### config.mk
export PLATFORM = sky130hd
export DESIGN_NAME = macdp_datapath
export DESIGN_NICKNAME = d
export VERILOG_FILES = /design/src/hdl/macdp_pkg.sv /design/src/hdl/macdp_datapath.sv
export SDC_FILE = /design/constraint.sdc
export NUM_CORES = 2
export LEC_CHECK = 0
export ABC_AREA = 0
export BUFFER_PORTS_ARGS = -buffer_cell sky130_fd_sc_hd__buf_2
export CORE_ASPECT_RATIO = 0.5
export CORE_MARGIN = 2
export CORE_UTILIZATION = 60
export CTS_BUF_LIST = sky130_fd_sc_hd__clkbuf_4
export CTS_CLUSTER_DIAMETER = 50
export CTS_CLUSTER_SIZE = 40
export DETAILED_ROUTE_END_ITERATION = 10
export GPL_TIMING_DRIVEN = 0
export PLACE_DENSITY = 0.78
export SYNTH_ARGS = -nofsm -noshare
export SYNTH_HDL_FRONTEND = slang
export SYNTH_SLANG_ARGS = --single-unit
### constraint.sdc
create_clock -name mclk_i -period 21.5 [get_ports mclk_i]
set_input_delay 6.45 -clock mclk_i [delete_from_list [all_inputs] [get_ports mclk_i]]
set_output_delay 6.45 -clock mclk_i [all_outputs]
set_load 0.1 [all_outputs]
### src/hdl/macdp_pkg.sv
package macdp_pkg;
   localparam int unsigned ADDR_W = 4;
   localparam int unsigned DATA_W = 16;
   localparam int unsigned ACC_W = 40;
   localparam int unsigned OPND_W = 17;
   localparam int unsigned PROD_W = 33;
   // Register indices
   localparam logic [3:0] CORE_CONTROL_REG = 4'h0;
   localparam logic [3:0] TRAP_CONTROL_REG = 4'h1;
   localparam logic [3:0] STATUS_REG = 4'h2;
   localparam logic [3:0] ACCUM_FIRST_LO = 4'h3;
   localparam logic [3:0] ACCUM_FIRST_MID = 4'h4;
   localparam logic [3:0] ACCUM_FIRST_HI = 4'h5;
   localparam logic [3:0] ACCUM_SECOND_LO = 4'h6;
   localparam logic [3:0] ACCUM_SECOND_MID = 4'h7;
   localparam logic [3:0] ACCUM_SECOND_HI = 4'h8;
   localparam logic [3:0] INT_RESULT_LO = 4'h9;
   localparam logic [3:0] INT_RESULT_HI = 4'hA;
   // core_control_reg fields
   localparam int unsigned CC_FRAC_BIT = 0;
   localparam int unsigned CC_WIDTH_BIT = 4;
   localparam int unsigned CC_CLIP_SECOND_BIT = 6;
   localparam int unsigned CC_CLIP_FIRST_BIT = 7;
   localparam logic [15:0] CORE_CONTROL_RST = 16'h0000;
   localparam logic [15:0] CORE_CONTROL_MASK = 16'h00D1;
   // trap_control_reg fields
   localparam int unsigned TC_WRAP_BIT = 8;
   localparam int unsigned TC_GUARD_SECOND_BIT = 9;
   localparam int unsigned TC_GUARD_FIRST_BIT = 10;
   localparam logic [15:0] TRAP_CONTROL_RST = 16'h0000;
   localparam logic [15:0] TRAP_CONTROL_MASK = 16'h0700;
   // Status fields
   localparam int unsigned ST_GUARD_FIRST_BIT = 0;
   localparam int unsigned ST_GUARD_SECOND_BIT = 1;
   localparam int unsigned ST_CLIP_FIRST_BIT = 2;
   localparam int unsigned ST_CLIP_SECOND_BIT = 3;
   localparam int unsigned ST_ANY_GUARD_BIT = 4;
   localparam int unsigned ST_ANY_CLIP_BIT = 5;
   // Clamp and reset values
   localparam logic [39:0] CLAMP32_POS = 40'h007FFFFFFF;
   localparam logic [39:0] CLAMP32_NEG = 40'hFF80000000;
   localparam logic [39:0] CLAMP40_POS = 40'h7FFFFFFFFF;
   localparam logic [39:0] CLAMP40_NEG = 40'h8000000000;
   localparam logic [39:0] ACC_RST = 40'h0000000000;
   localparam logic [31:0] INT_RESULT_RST = 32'h00000000;
   typedef enum logic [5:0] {
      MACDP_OP_MAC = 6'h01,
      MACDP_OP_MSC = 6'h02,
      MACDP_OP_MPY = 6'h04,
      MACDP_OP_ADD = 6'h08,
      MACDP_OP_LAC = 6'h10,
      MACDP_OP_MUL = 6'h20
   } macdp_op_t;
endpackage

### src/hdl/macdp_datapath.sv
`timescale 1ns/1ns
// Overview of operation
// - Extend 16-bit operands to 17 bits by signedness
// - 33-bit product, sign-extended to 40 bits
// - Scaler picks Q31 fractional or integer product
// - Fractional product is 1.31, shifted left once
// - Same multiplier runs integer multiply, any signedness
// - Byte operands give 16 bits, words 32
// - 40-bit adder; selected accumulator is source, destination
// - Add and load data optionally barrel-shifted first
// - One adder input zeroable, other true/complement
// - Carry in low for add, high (no borrow) for subtract
// - Overflow out of bit 39 is catastrophic
// - Guard overflow when bits 32-39 differ
// - Saturation uses result, flags, enables, width select
// - Status shows OR of guard and clip flags
// - Guard flags rewritten on every adder pass
// - Guard flag with its enable raises trap
// - Clip flags sticky; only software clears them
// - Clip flag past selected range; saturate if enabled
// - Saturation off: clip flag records bit-39 overflow
// - Wrap enable, saturation off, clip sets trap
module macdp_datapath (
   input wire logic mclk_i,
   input wire logic rst_i,
   input wire logic ce_i,
   input wire logic [macdp_pkg::ADDR_W-1:0] addr_i,
   input wire logic [macdp_pkg::DATA_W-1:0] wr_data_i,
   input wire logic wr_i,
   input wire logic rd_i,
   output logic [macdp_pkg::DATA_W-1:0] rd_data_o,
   input wire logic op_valid_i,
   input wire macdp_pkg::macdp_op_t op_i,
   input wire logic acc_sel_i,
   input wire logic [15:0] opnd_a_i,
   input wire logic [15:0] opnd_b_i,
   input wire logic signed_a_i,
   input wire logic signed_b_i,
   input wire logic byte_mode_i,
   input wire logic [39:0] add_data_i,
   input wire logic add_sub_i,
   input wire logic shift_en_i,
   input wire logic shift_left_i,
   input wire logic [3:0] shift_amt_i,
   output logic [31:0] int_result_o,
   output logic int_valid_o,
   output logic trap_o
);
   import macdp_pkg::*;

   logic [15:0] core_control_reg;
   logic [15:0] trap_control_reg;
   logic [39:0] acc [2];
   logic guard_ovf [2];
   logic clip_flag [2];
   logic any_guard_ovf_flag;
   logic any_clip_flag;

   wire step = ce_i && op_valid_i;
   wire frac_mode = core_control_reg[CC_FRAC_BIT];
   wire clip_width_select = core_control_reg[CC_WIDTH_BIT];
   wire [1:0] clip_enable_pair = {core_control_reg[CC_CLIP_FIRST_BIT], core_control_reg[CC_CLIP_SECOND_BIT]};
   wire guard_trap_en_first = trap_control_reg[TC_GUARD_FIRST_BIT];
   wire guard_trap_en_second = trap_control_reg[TC_GUARD_SECOND_BIT];
   wire wrap_trap_en = trap_control_reg[TC_WRAP_BIT];
   wire first_acc_guard_ovf = guard_ovf[0];
   wire second_acc_guard_ovf = guard_ovf[1];
   wire first_acc_clip_flag = clip_flag[0];
   wire second_acc_clip_flag = clip_flag[1];
   wire [39:0] accum_first = acc[0];
   wire [39:0] accum_second = acc[1];

   // Operation decode
   wire is_prod_op = (op_i == MACDP_OP_MAC) || (op_i == MACDP_OP_MSC) || (op_i == MACDP_OP_MPY);
   wire is_acc_op = is_prod_op || (op_i == MACDP_OP_ADD) || (op_i == MACDP_OP_LAC);
   wire int_product_op = (op_i == MACDP_OP_MUL);
   wire accum_load_op = (op_i == MACDP_OP_LAC);
   wire zero_sel = (op_i == MACDP_OP_MPY) || accum_load_op;
   wire sub_sel = (op_i == MACDP_OP_MSC) || ((op_i == MACDP_OP_ADD) && add_sub_i);

   // Multiplier operands; byte integer multiplies narrow to the low byte first
   wire use_byte = int_product_op && byte_mode_i;
   wire [15:0] src_a = use_byte ? {{8{signed_a_i & opnd_a_i[7]}}, opnd_a_i[7:0]} : opnd_a_i;
   wire [15:0] src_b = use_byte ? {{8{signed_b_i & opnd_b_i[7]}}, opnd_b_i[7:0]} : opnd_b_i;
   wire [16:0] ext_a = {signed_a_i & src_a[15], src_a};
   wire [16:0] ext_b = {signed_b_i & src_b[15], src_b};
   wire signed [33:0] raw_prod = $signed(ext_a) * $signed(ext_b);
   wire [32:0] int_prod = raw_prod[32:0];
   wire [32:0] frac_prod = {raw_prod[31:0], 1'b0};
   wire [32:0] scaled_prod = frac_mode ? frac_prod : int_prod;
   wire [39:0] prod40 = {{7{scaled_prod[32]}}, scaled_prod};
   wire [31:0] int_expect = byte_mode_i ? {16'h0000, int_prod[15:0]} : int_prod[31:0];

   // Optional pre-shift of add/load data
   wire [39:0] shl_data = add_data_i << shift_amt_i;
   wire [39:0] shr_data = $unsigned($signed(add_data_i) >>> shift_amt_i);
   wire [39:0] shift_data = shift_en_i ? (shift_left_i ? shl_data : shr_data) : add_data_i;

   // Adder/subtracter
   wire [39:0] acc_cur = acc_sel_i ? acc[1] : acc[0];
   wire [39:0] add_x = zero_sel ? ACC_RST : acc_cur;
   wire [39:0] data_sel = is_prod_op ? prod40 : shift_data;
   wire [39:0] add_y = sub_sel ? ~data_sel : data_sel;
   // Borrow is active low: no borrow pending feeds a one into the carry
   wire carry_in = sub_sel;
   wire [40:0] add_full = {1'b0, add_x} + {1'b0, add_y} + {40'h0000000000, carry_in};
   wire [39:0] sum = add_full[39:0];
   wire wrap_ovf = (add_x[39] == add_y[39]) && (sum[39] != add_x[39]);
   wire guard_hit = !((sum[39:32] == 8'h00) || (sum[39:32] == 8'hFF));
   wire range32_hit = !((sum[39:31] == 9'h000) || (sum[39:31] == 9'h1FF));
   // True sign is the input sign when bit 39 wrapped
   wire true_neg = wrap_ovf ? add_x[39] : sum[39];
   wire sel_clip_en = acc_sel_i ? clip_enable_pair[0] : clip_enable_pair[1];
   wire range_hit = clip_width_select ? wrap_ovf : (wrap_ovf || range32_hit);
   wire clip_hit = sel_clip_en ? range_hit : wrap_ovf;
   wire [39:0] clamp_pos = clip_width_select ? CLAMP40_POS : CLAMP32_POS;
   wire [39:0] clamp_neg = clip_width_select ? CLAMP40_NEG : CLAMP32_NEG;
   wire [39:0] clamp_val = true_neg ? clamp_neg : clamp_pos;
   wire [39:0] acc_result = (sel_clip_en && range_hit) ? clamp_val : sum;
   wire sel_guard_en = acc_sel_i ? guard_trap_en_second : guard_trap_en_first;
   wire trap_event = is_acc_op && ((guard_hit && sel_guard_en) || (wrap_trap_en && !sel_clip_en && clip_hit));

   // Register port decode
   wire wr_core = ce_i && wr_i && (addr_i == CORE_CONTROL_REG);
   wire wr_trap = ce_i && wr_i && (addr_i == TRAP_CONTROL_REG);
   wire wr_status = ce_i && wr_i && (addr_i == STATUS_REG);
   wire [15:0] status_word = {10'h000, any_clip_flag, any_guard_ovf_flag, second_acc_clip_flag,
                              first_acc_clip_flag, second_acc_guard_ovf, first_acc_guard_ovf};
   logic [15:0] next_rd_data;
   always_comb begin
      if (addr_i == CORE_CONTROL_REG) begin
         next_rd_data = core_control_reg;
      end else if (addr_i == TRAP_CONTROL_REG) begin
         next_rd_data = trap_control_reg;
      end else if (addr_i == STATUS_REG) begin
         next_rd_data = status_word;
      end else if (addr_i == ACCUM_FIRST_LO) begin
         next_rd_data = accum_first[15:0];
      end else if (addr_i == ACCUM_FIRST_MID) begin
         next_rd_data = accum_first[31:16];
      end else if (addr_i == ACCUM_FIRST_HI) begin
         next_rd_data = {8'h00, accum_first[39:32]};
      end else if (addr_i == ACCUM_SECOND_LO) begin
         next_rd_data = accum_second[15:0];
      end else if (addr_i == ACCUM_SECOND_MID) begin
         next_rd_data = accum_second[31:16];
      end else if (addr_i == ACCUM_SECOND_HI) begin
         next_rd_data = {8'h00, accum_second[39:32]};
      end else if (addr_i == INT_RESULT_LO) begin
         next_rd_data = int_result_o[15:0];
      end else if (addr_i == INT_RESULT_HI) begin
         next_rd_data = int_result_o[31:16];
      end else begin
         next_rd_data = 16'h0000;
      end
   end

   always_ff @(posedge mclk_i) begin
      if (rst_i) begin
         rd_data_o <= 16'h0000;
      end else if (ce_i) begin
         rd_data_o <= rd_i ? next_rd_data : 16'h0000;
      end
   end

   always_ff @(posedge mclk_i) begin
      if (rst_i) begin
         core_control_reg <= CORE_CONTROL_RST;
         trap_control_reg <= TRAP_CONTROL_RST;
      end else begin
         if (wr_core) begin
            core_control_reg <= wr_data_i & CORE_CONTROL_MASK;
         end
         if (wr_trap) begin
            trap_control_reg <= wr_data_i & TRAP_CONTROL_MASK;
         end
      end
   end

   // Per-accumulator state
   logic [1:0] next_guard;
   logic [1:0] next_clip;
   genvar gi;
   generate
      for (gi = 0; gi < 2; gi++) begin : g_acc
         wire hit = step && is_acc_op && (acc_sel_i == 1'(gi));
         wire clr_bit = wr_status && wr_data_i[ST_CLIP_FIRST_BIT + gi];
         // A clip event in the clearing cycle keeps the flag set
         assign next_clip[gi] = (hit && clip_hit) || (clip_flag[gi] && !clr_bit);
         assign next_guard[gi] = hit ? guard_hit : guard_ovf[gi];
         always_ff @(posedge mclk_i) begin
            if (rst_i) begin
               acc[gi] <= ACC_RST;
               guard_ovf[gi] <= 1'b0;
               clip_flag[gi] <= 1'b0;
            end else if (ce_i) begin
               if (hit) begin
                  acc[gi] <= acc_result;
               end
               guard_ovf[gi] <= next_guard[gi];
               clip_flag[gi] <= next_clip[gi];
            end
         end
      end
   endgenerate

   always_ff @(posedge mclk_i) begin
      if (rst_i) begin
         any_guard_ovf_flag <= 1'b0;
         any_clip_flag <= 1'b0;
         trap_o <= 1'b0;
         int_valid_o <= 1'b0;
         int_result_o <= INT_RESULT_RST;
      end else if (ce_i) begin
         any_guard_ovf_flag <= next_guard[0] | next_guard[1];
         any_clip_flag <= next_clip[0] | next_clip[1];
         trap_o <= step && trap_event;
         int_valid_o <= step && int_product_op;
         if (step && int_product_op) begin
            int_result_o <= int_expect;
         end
      end
   end

   // Checks
   opnd_extend_a: assert property (@(posedge mclk_i) disable iff (rst_i)
      op_valid_i |-> (ext_a[16] == (signed_a_i & src_a[15])) && (ext_b[16] == (signed_b_i & src_b[15])))
      else $error("operand extension wrong");
   prod_sext_a: assert property (@(posedge mclk_i) disable iff (rst_i)
      $signed(prod40) == $signed(scaled_prod))
      else $error("product not sign extended");
   frac_scale_a: assert property (@(posedge mclk_i) disable iff (rst_i)
      (step && (op_i == MACDP_OP_MPY) && frac_mode && !range_hit && !wrap_ovf)
      |=> acc[$past(acc_sel_i)] == {{7{$past(raw_prod[31])}}, $past(raw_prod[31:0]), 1'b0})
      else $error("fractional product not scaled");
   int_mul_a: assert property (@(posedge mclk_i) disable iff (rst_i)
      (step && int_product_op) |=> int_valid_o && (int_result_o == $past(int_expect)))
      else $error("integer product wrong");
   acc_other_a: assert property (@(posedge mclk_i) disable iff (rst_i)
      (step && is_acc_op && !acc_sel_i) |=> $stable(acc[1]))
      else $error("unselected accumulator changed");
   load_path_a: assert property (@(posedge mclk_i) disable iff (rst_i)
      (step && accum_load_op && !acc_sel_i && !clip_enable_pair[1]) |=> acc[0] == $past(shift_data))
      else $error("load did not pass shifted data");
   sub_path_a: assert property (@(posedge mclk_i) disable iff (rst_i)
      (step && (op_i == MACDP_OP_MSC) && !sel_clip_en)
      |=> acc[$past(acc_sel_i)] == 40'($past(acc_cur) - $past(prod40)))
      else $error("subtract result wrong");
   // A clamped result no longer shows the guard bits the flag was taken from
   guard_flag_a: assert property (@(posedge mclk_i) disable iff (rst_i)
      (step && is_acc_op && !(sel_clip_en && range_hit)) |=> guard_ovf[$past(acc_sel_i)] ==
      !((acc[$past(acc_sel_i)][39:32] == 8'h00) || (acc[$past(acc_sel_i)][39:32] == 8'hFF)))
      else $error("guard flag does not match result");
   clip_sticky_a: assert property (@(posedge mclk_i) disable iff (rst_i)
      $fell(clip_flag[0]) |-> $past(rst_i) || $past(wr_status && wr_data_i[ST_CLIP_FIRST_BIT]))
      else $error("clip flag cleared by hardware");
   clip_clamp_a: assert property (@(posedge mclk_i) disable iff (rst_i)
      (step && is_acc_op && sel_clip_en && range_hit)
      |=> acc[$past(acc_sel_i)] == $past(clamp_val) && clip_flag[$past(acc_sel_i)])
      else $error("saturation clamp wrong");
   wrap_trap_a: assert property (@(posedge mclk_i) disable iff (rst_i)
      (step && is_acc_op && wrap_trap_en && !sel_clip_en && wrap_ovf) |=> trap_o)
      else $error("wrap trap missing");
   guard_trap_a: assert property (@(posedge mclk_i) disable iff (rst_i)
      (step && is_acc_op && guard_hit && sel_guard_en) |=> trap_o ##1 !trap_o || $past(step))
      else $error("guard trap missing");
   any_flag_a: assert property (@(posedge mclk_i) disable iff (rst_i)
      ce_i |=> (any_clip_flag == (clip_flag[0] | clip_flag[1]))
      && (any_guard_ovf_flag == (guard_ovf[0] | guard_ovf[1])))
      else $error("summary flags disagree");
   ce_freeze_a: assert property (@(posedge mclk_i) disable iff (rst_i)
      !ce_i |=> $stable(acc[0]) && $stable(acc[1]) && $stable(trap_o) && $stable(rd_data_o)
      && $stable(core_control_reg) && $stable(clip_flag[0]) && $stable(int_valid_o))
      else $error("state changed with clock enable low");
   rd_idle_a: assert property (@(posedge mclk_i) disable iff (rst_i)
      (ce_i && !rd_i) |=> (rd_data_o == 16'h0000))
      else $error("read data not idle");
   freeze_seen_c: cover property (@(posedge mclk_i) !ce_i && op_valid_i);
   mac_seen_c: cover property (@(posedge mclk_i) step && (op_i == MACDP_OP_MAC) ##1 step && (op_i == MACDP_OP_MAC));
   clamp_seen_c: cover property (@(posedge mclk_i) step && is_acc_op && sel_clip_en && range_hit);
   trap_seen_c: cover property (@(posedge mclk_i) trap_o);
   byte_mul_c: cover property (@(posedge mclk_i) step && int_product_op && byte_mode_i && signed_a_i);
endmodule

Word-level counts from Yosys, hierarchy flattened

Memories as Yosys holds them, arrays and structs flattened.
Cells that the tools add are included.

Output and inout bits: 50
Memories: 3
Bits in writable memories: 84
Word-level logic and storage cells: 147
Bits in registers: 59
Input port bits: 115

Memories:

| memory    | depth | bits a word | read ports | clocked after memory_dff | wr ports | RTL line             | RTL |
|---|---|---|---|---|---|---|---|
| acc       | 2     | 40          | 2          | 0                        | 2        | macdp_datapath.sv:53 | `logic [39:0] acc [2];` |
| clip_flag | 2     | 1           | 2          | 0                        | 2        | macdp_datapath.sv:55 | `logic clip_flag [2];` |
| guard_ovf | 2     | 1           | 2          | 0                        | 2        | macdp_datapath.sv:54 | `logic guard_ovf [2];` |

Add/subtract/negate cells: 2
Multiplexer cells: 52
Bitwise gates (word level): 14
Reductions and logical operators: 45
Shifts and indexed selects: 2
Multipliers: 1
Eq/ne operators: 20

Operator list:

| cell                                          | number |
|---|---|
| 2-to-1 mux 40 bit                             | 10 |
| 2-to-1 mux 16 bit                             | 14 |
| 2-to-1 mux 39 bit                             | 2 |
| adder 40 x 1 -> 40 bit                        | 1 |
| adder 40 bit                                  | 1 |
| NOT 40 bit                                    | 1 |
| left shift 40 x 4 -> 40 bit                   | 1 |
| >>> shifter 40 x 4 -> 40 bit                  | 1 |
| multiplier 17 x 17 -> 33 bit                  | 1 |
| 2-to-1 mux 33 bit                             | 1 |
| 2-to-1 mux 32 bit                             | 1 |
| logical AND 1 bit                             | 24 |
| 2-to-1 mux 1 bit                              | 24 |
| == test 4 x 3 -> 1 bit, second input constant | 4 |
| == test 4 bit, second input constant          | 3 |
| logical OR 1 bit                              | 12 |
| == test 9 bit, second input constant          | 1 |
| zero test 9 bit                               | 1 |
| == test 4 x 2 -> 1 bit, second input constant | 2 |
| == test 8 bit, second input constant          | 1 |
| zero test 8 bit                               | 1 |
| bitwise OR 1 bit                              | 8 |
| == test 6 x 1 -> 1 bit, second input constant | 1 |
| == test 6 x 2 -> 1 bit, second input constant | 1 |
| other kinds (12)                              | 19 |

Logic depth before layout (Yosys ltp)

Depth after elaboration: 21
Mapped depth: 53
Gate-level depth less buffers: 46

Least setup slack after synthesis

OpenSTA, ideal clock, no wires.

Kind: input-to-reg
Start point: in op_i[2]
End point: mem acc[0][21], data pin
Setup slack: 3783 ps
Setup time: 271 ps
Path buffers: 5
Arrival: 17446 ps
Required time: 21229 ps
Stages: 50
Cells stage by stage: buf_6 or4_4 or3_4 clkbuf_1 inv_1 nand3_1 nand2_1 clkbuf_1 nand2_1 fa_1 inv_1 fa_1 inv_1 fa_1 inv_1 fa_1 fa_1 inv_1 [... 14 more ...] o21ai_0 xnor2_1 ha_1 clkbuf_1 a21o_1 a21o_1 a21oi_1 o21ai_0 a2111oi_0 o21bai_1 xnor2_1 nor2_1 or4b_1 o41ai_4 o311ai_4 nand3_1 clkbuf_1 o21ai_0

RTL lines:

| what            | RTL line             | RTL |
|---|---|---|
| start, declared | macdp_datapath.sv:33 | `input wire macdp_pkg::macdp_op_t op_i,` |
| end, declared   | macdp_datapath.sv:53 |  |

==> metrics <==
status finished clean; RSZ-0062 raised after global routing false; Ports 165; CP Max Fanout 10; max incr delay on CP between 0.8 and 0.9 ns; core area 41800 µm²; MaxCap Viol Count 0; DR iter-0 viols 3587; DRT Pass-1 Iters 7; Placed Cells 3832; most frequent cells in the layout nor2_1, inv_1, nand2_1; clock sink total 143; DR WL/cell 25.9 µm; Vias per Instance between 6 and 7; metal2 WL 39700 µm; Fin Setup TNS 0 ns; post-route ant nets 0; Yosys cell types 84; hold buffer count at CTS 0; clock buffer depth 2; Non-Filler Instances 3866; worst hold path type flip-flop to flip-flop; die width 295 µm; H-tree levels 4; Tmin final approximately 21 ns; Area after DPL 26800 µm²; fill cell count 3669; clock root cell clkbuf_4; Syn. warnings 0; gate count after technology mapping 3107; Slew Viols, Final 0; Slew @ Worst Pin 1.45 ns; clk_skew 0.0251 ns; WL met3 16400 µm; postcts setup bufs 0; DRC 0; Crit. End Element flip-flop; # nets final 3801; arrival time of the worst setup path approximately 21 ns; CTS buffer count 17; number of flops mapped to enable cells by yosys 84; largest registers acc: 80 flops, int_result_o: 32 flops, rd_data_o: 16 flops; CTS tree yes; most common cell after layout, fill and taps aside nor2_1; Reg clk slew, reported paths around 0.13 ns; fraction of layout cells with a size suffix above 1 0.0797; sequential area share after synthesis 0.146; IO buf count between 100 and 150; slowest stage cell, crit path a211oi_1; area of the multi-input gates about 20000 µm²; Net Count, Synth 3634; # setup viols final 0; Clock Latency Late Sink around 0.6 ns; Final Hold Viols 0; Largest register FFs 80; die height around 150 µm; M1 wire length between 30000 and 40000 µm; largest net degree at the start of global routing 29; syn_area_per_cell 8.15 µm²; area grow syn2layout 7.14%; Starting Density 0.605; Synth Flop Type edfxtp_1; critical path class input port to flip-flop; gpl congestion between 1 and 1.5; Peak Freq just under 50 MHz; Synth Register Bits 143; fin area 27100 µm²; final WL 100000 µm; vias in the first global route 24477; Top Layer Used met5; Synth async-reset ratio 0; most flop-heavy register acc; via count 25411; die footprint 44000 µm²; worst hold-check slack 0.468 ns; Max-slew headroom 0.0248; Mapped Area 25300 µm²; element type at the critical path start input port; total track usage 0.457; initial antenna violation count 5; Post-CTS Resized 0; crit share post-route 0.966; WP data required 21.82 ns; Detail Placement HPWL 83300 µm; first-pass GRT wire length 149000 µm; GR Overflow Total 0; # rows 53; FF/Latch Area 3700 µm²
==> Yosys cell counts (9+ instances only) <==
library cell    n  share of area
a211oi_1       35          0.010
a21o_1         39          0.012
a21oi_1       171          0.034
a22oi_1        35          0.010
a31oi_1        11         0.0027
and2_1        117          0.029
buf_1          33         0.0049
clkbuf_1      150          0.022
dfxtp_1        59          0.047
edfxtp_1       84           0.10
fa_1          291           0.23
ha_1          121          0.060
inv_1         326          0.048
mux2_2         20         0.0089
mux2i_1       137          0.054
mux4_2         19          0.017
nand2_1       314          0.047
nand2b_1       47          0.012
nand3_1        47         0.0093
nand4_1        15         0.0037
nor2_1        330          0.049
nor2b_1        12         0.0030
nor3_1         29         0.0057
o211ai_1       49          0.015
o21a_1         19         0.0056
o21ai_0       239          0.047
o21ai_1        43         0.0085
o21bai_1       13         0.0039
o221ai_1        9         0.0031
o22ai_1        16         0.0040
o311ai_0       10         0.0035
xnor2_1        87          0.030
xor2_1         31          0.011
==> per-layer routing <==
layer | vias to the layer above | global-route usage
met2 | 1911 | 0.639
met5 | - | 0
met3 | 320 | 0.200
met1 | 12301 | 0.629
li1 | 10869 | -
met4 | 10 | 0.157
==> final cells by class <==
type	count	share of cell area
inverter	330	0.0456
sequential	143	0.136
clock buffer	19	0.00526
clock inverter	13	0.00539
multi-input combinational	2436	0.722
antenna	2	0.000184
buffer	198	0.0299
tap	577	0.0266
timing repair buffer	148	0.0288
==> kinds of logic (layout without fill, tap and decap cells) <==
| family | Yosys count | in the layout | synth area share |
|---|---|---|---|
| multiplexers | 177 | 177 | 0.0808 |
| flip-flops | 143 | 143 | 0.146 |
| buffers and inverters | 528 | 708 | 0.0810 |
| AND/OR/NAND/NOR | 967 | 967 | 0.175 |
| adder cells (fa/ha/maj) | 412 | 412 | 0.290 |
| XOR/XNOR | 118 | 118 | 0.0408 |
| other | 0 | 2 | 0 |
| AO/OA/AOI/OAI | 762 | 762 | 0.187 |
==> critical path: cells and delay by family <==
kind | cells | cell delay [ns]
compound gates | 18 | 5.00
fa+ha+maj | 8 | 3.65
buf+inv | 10 | 3.07
simple gates | 7 | 1.89
xor+xnor | 3 | 1.01
==> stage by stage <==
step                      utilization  setup WS [ns]
after global routing            0.648          0.241
after global placement          0.640           1.17
after detailed placement        0.642          0.906
after CTS                       0.648           1.46
final                           0.649          0.724
after floorplan                     -           3.78
==> path summary, 6_finish.rpt <==
path,start,end,slack (ns),cells past startpoint
setup / recovery,opnd_b_i[7],acc[0][15]$_SDFFCE_PN0P_,0.72,46
setup reg to reg,core_control_reg[0]$_SDFFE_PP0P_,acc[0][15]$_SDFFCE_PN0P_,14.36,21
hold reg to reg,rd_data_o[6]$_SDFFE_PP0P_,rd_data_o[6]$_SDFFE_PP0P_,0.47,2
hold / removal,rd_data_o[6]$_SDFFE_PP0P_,rd_data_o[6]$_SDFFE_PP0P_,0.47,2
Power is left out: the tool's default activity adds up to more than one toggle a clock period on the data nets, which glitch-free logic cannot reach.
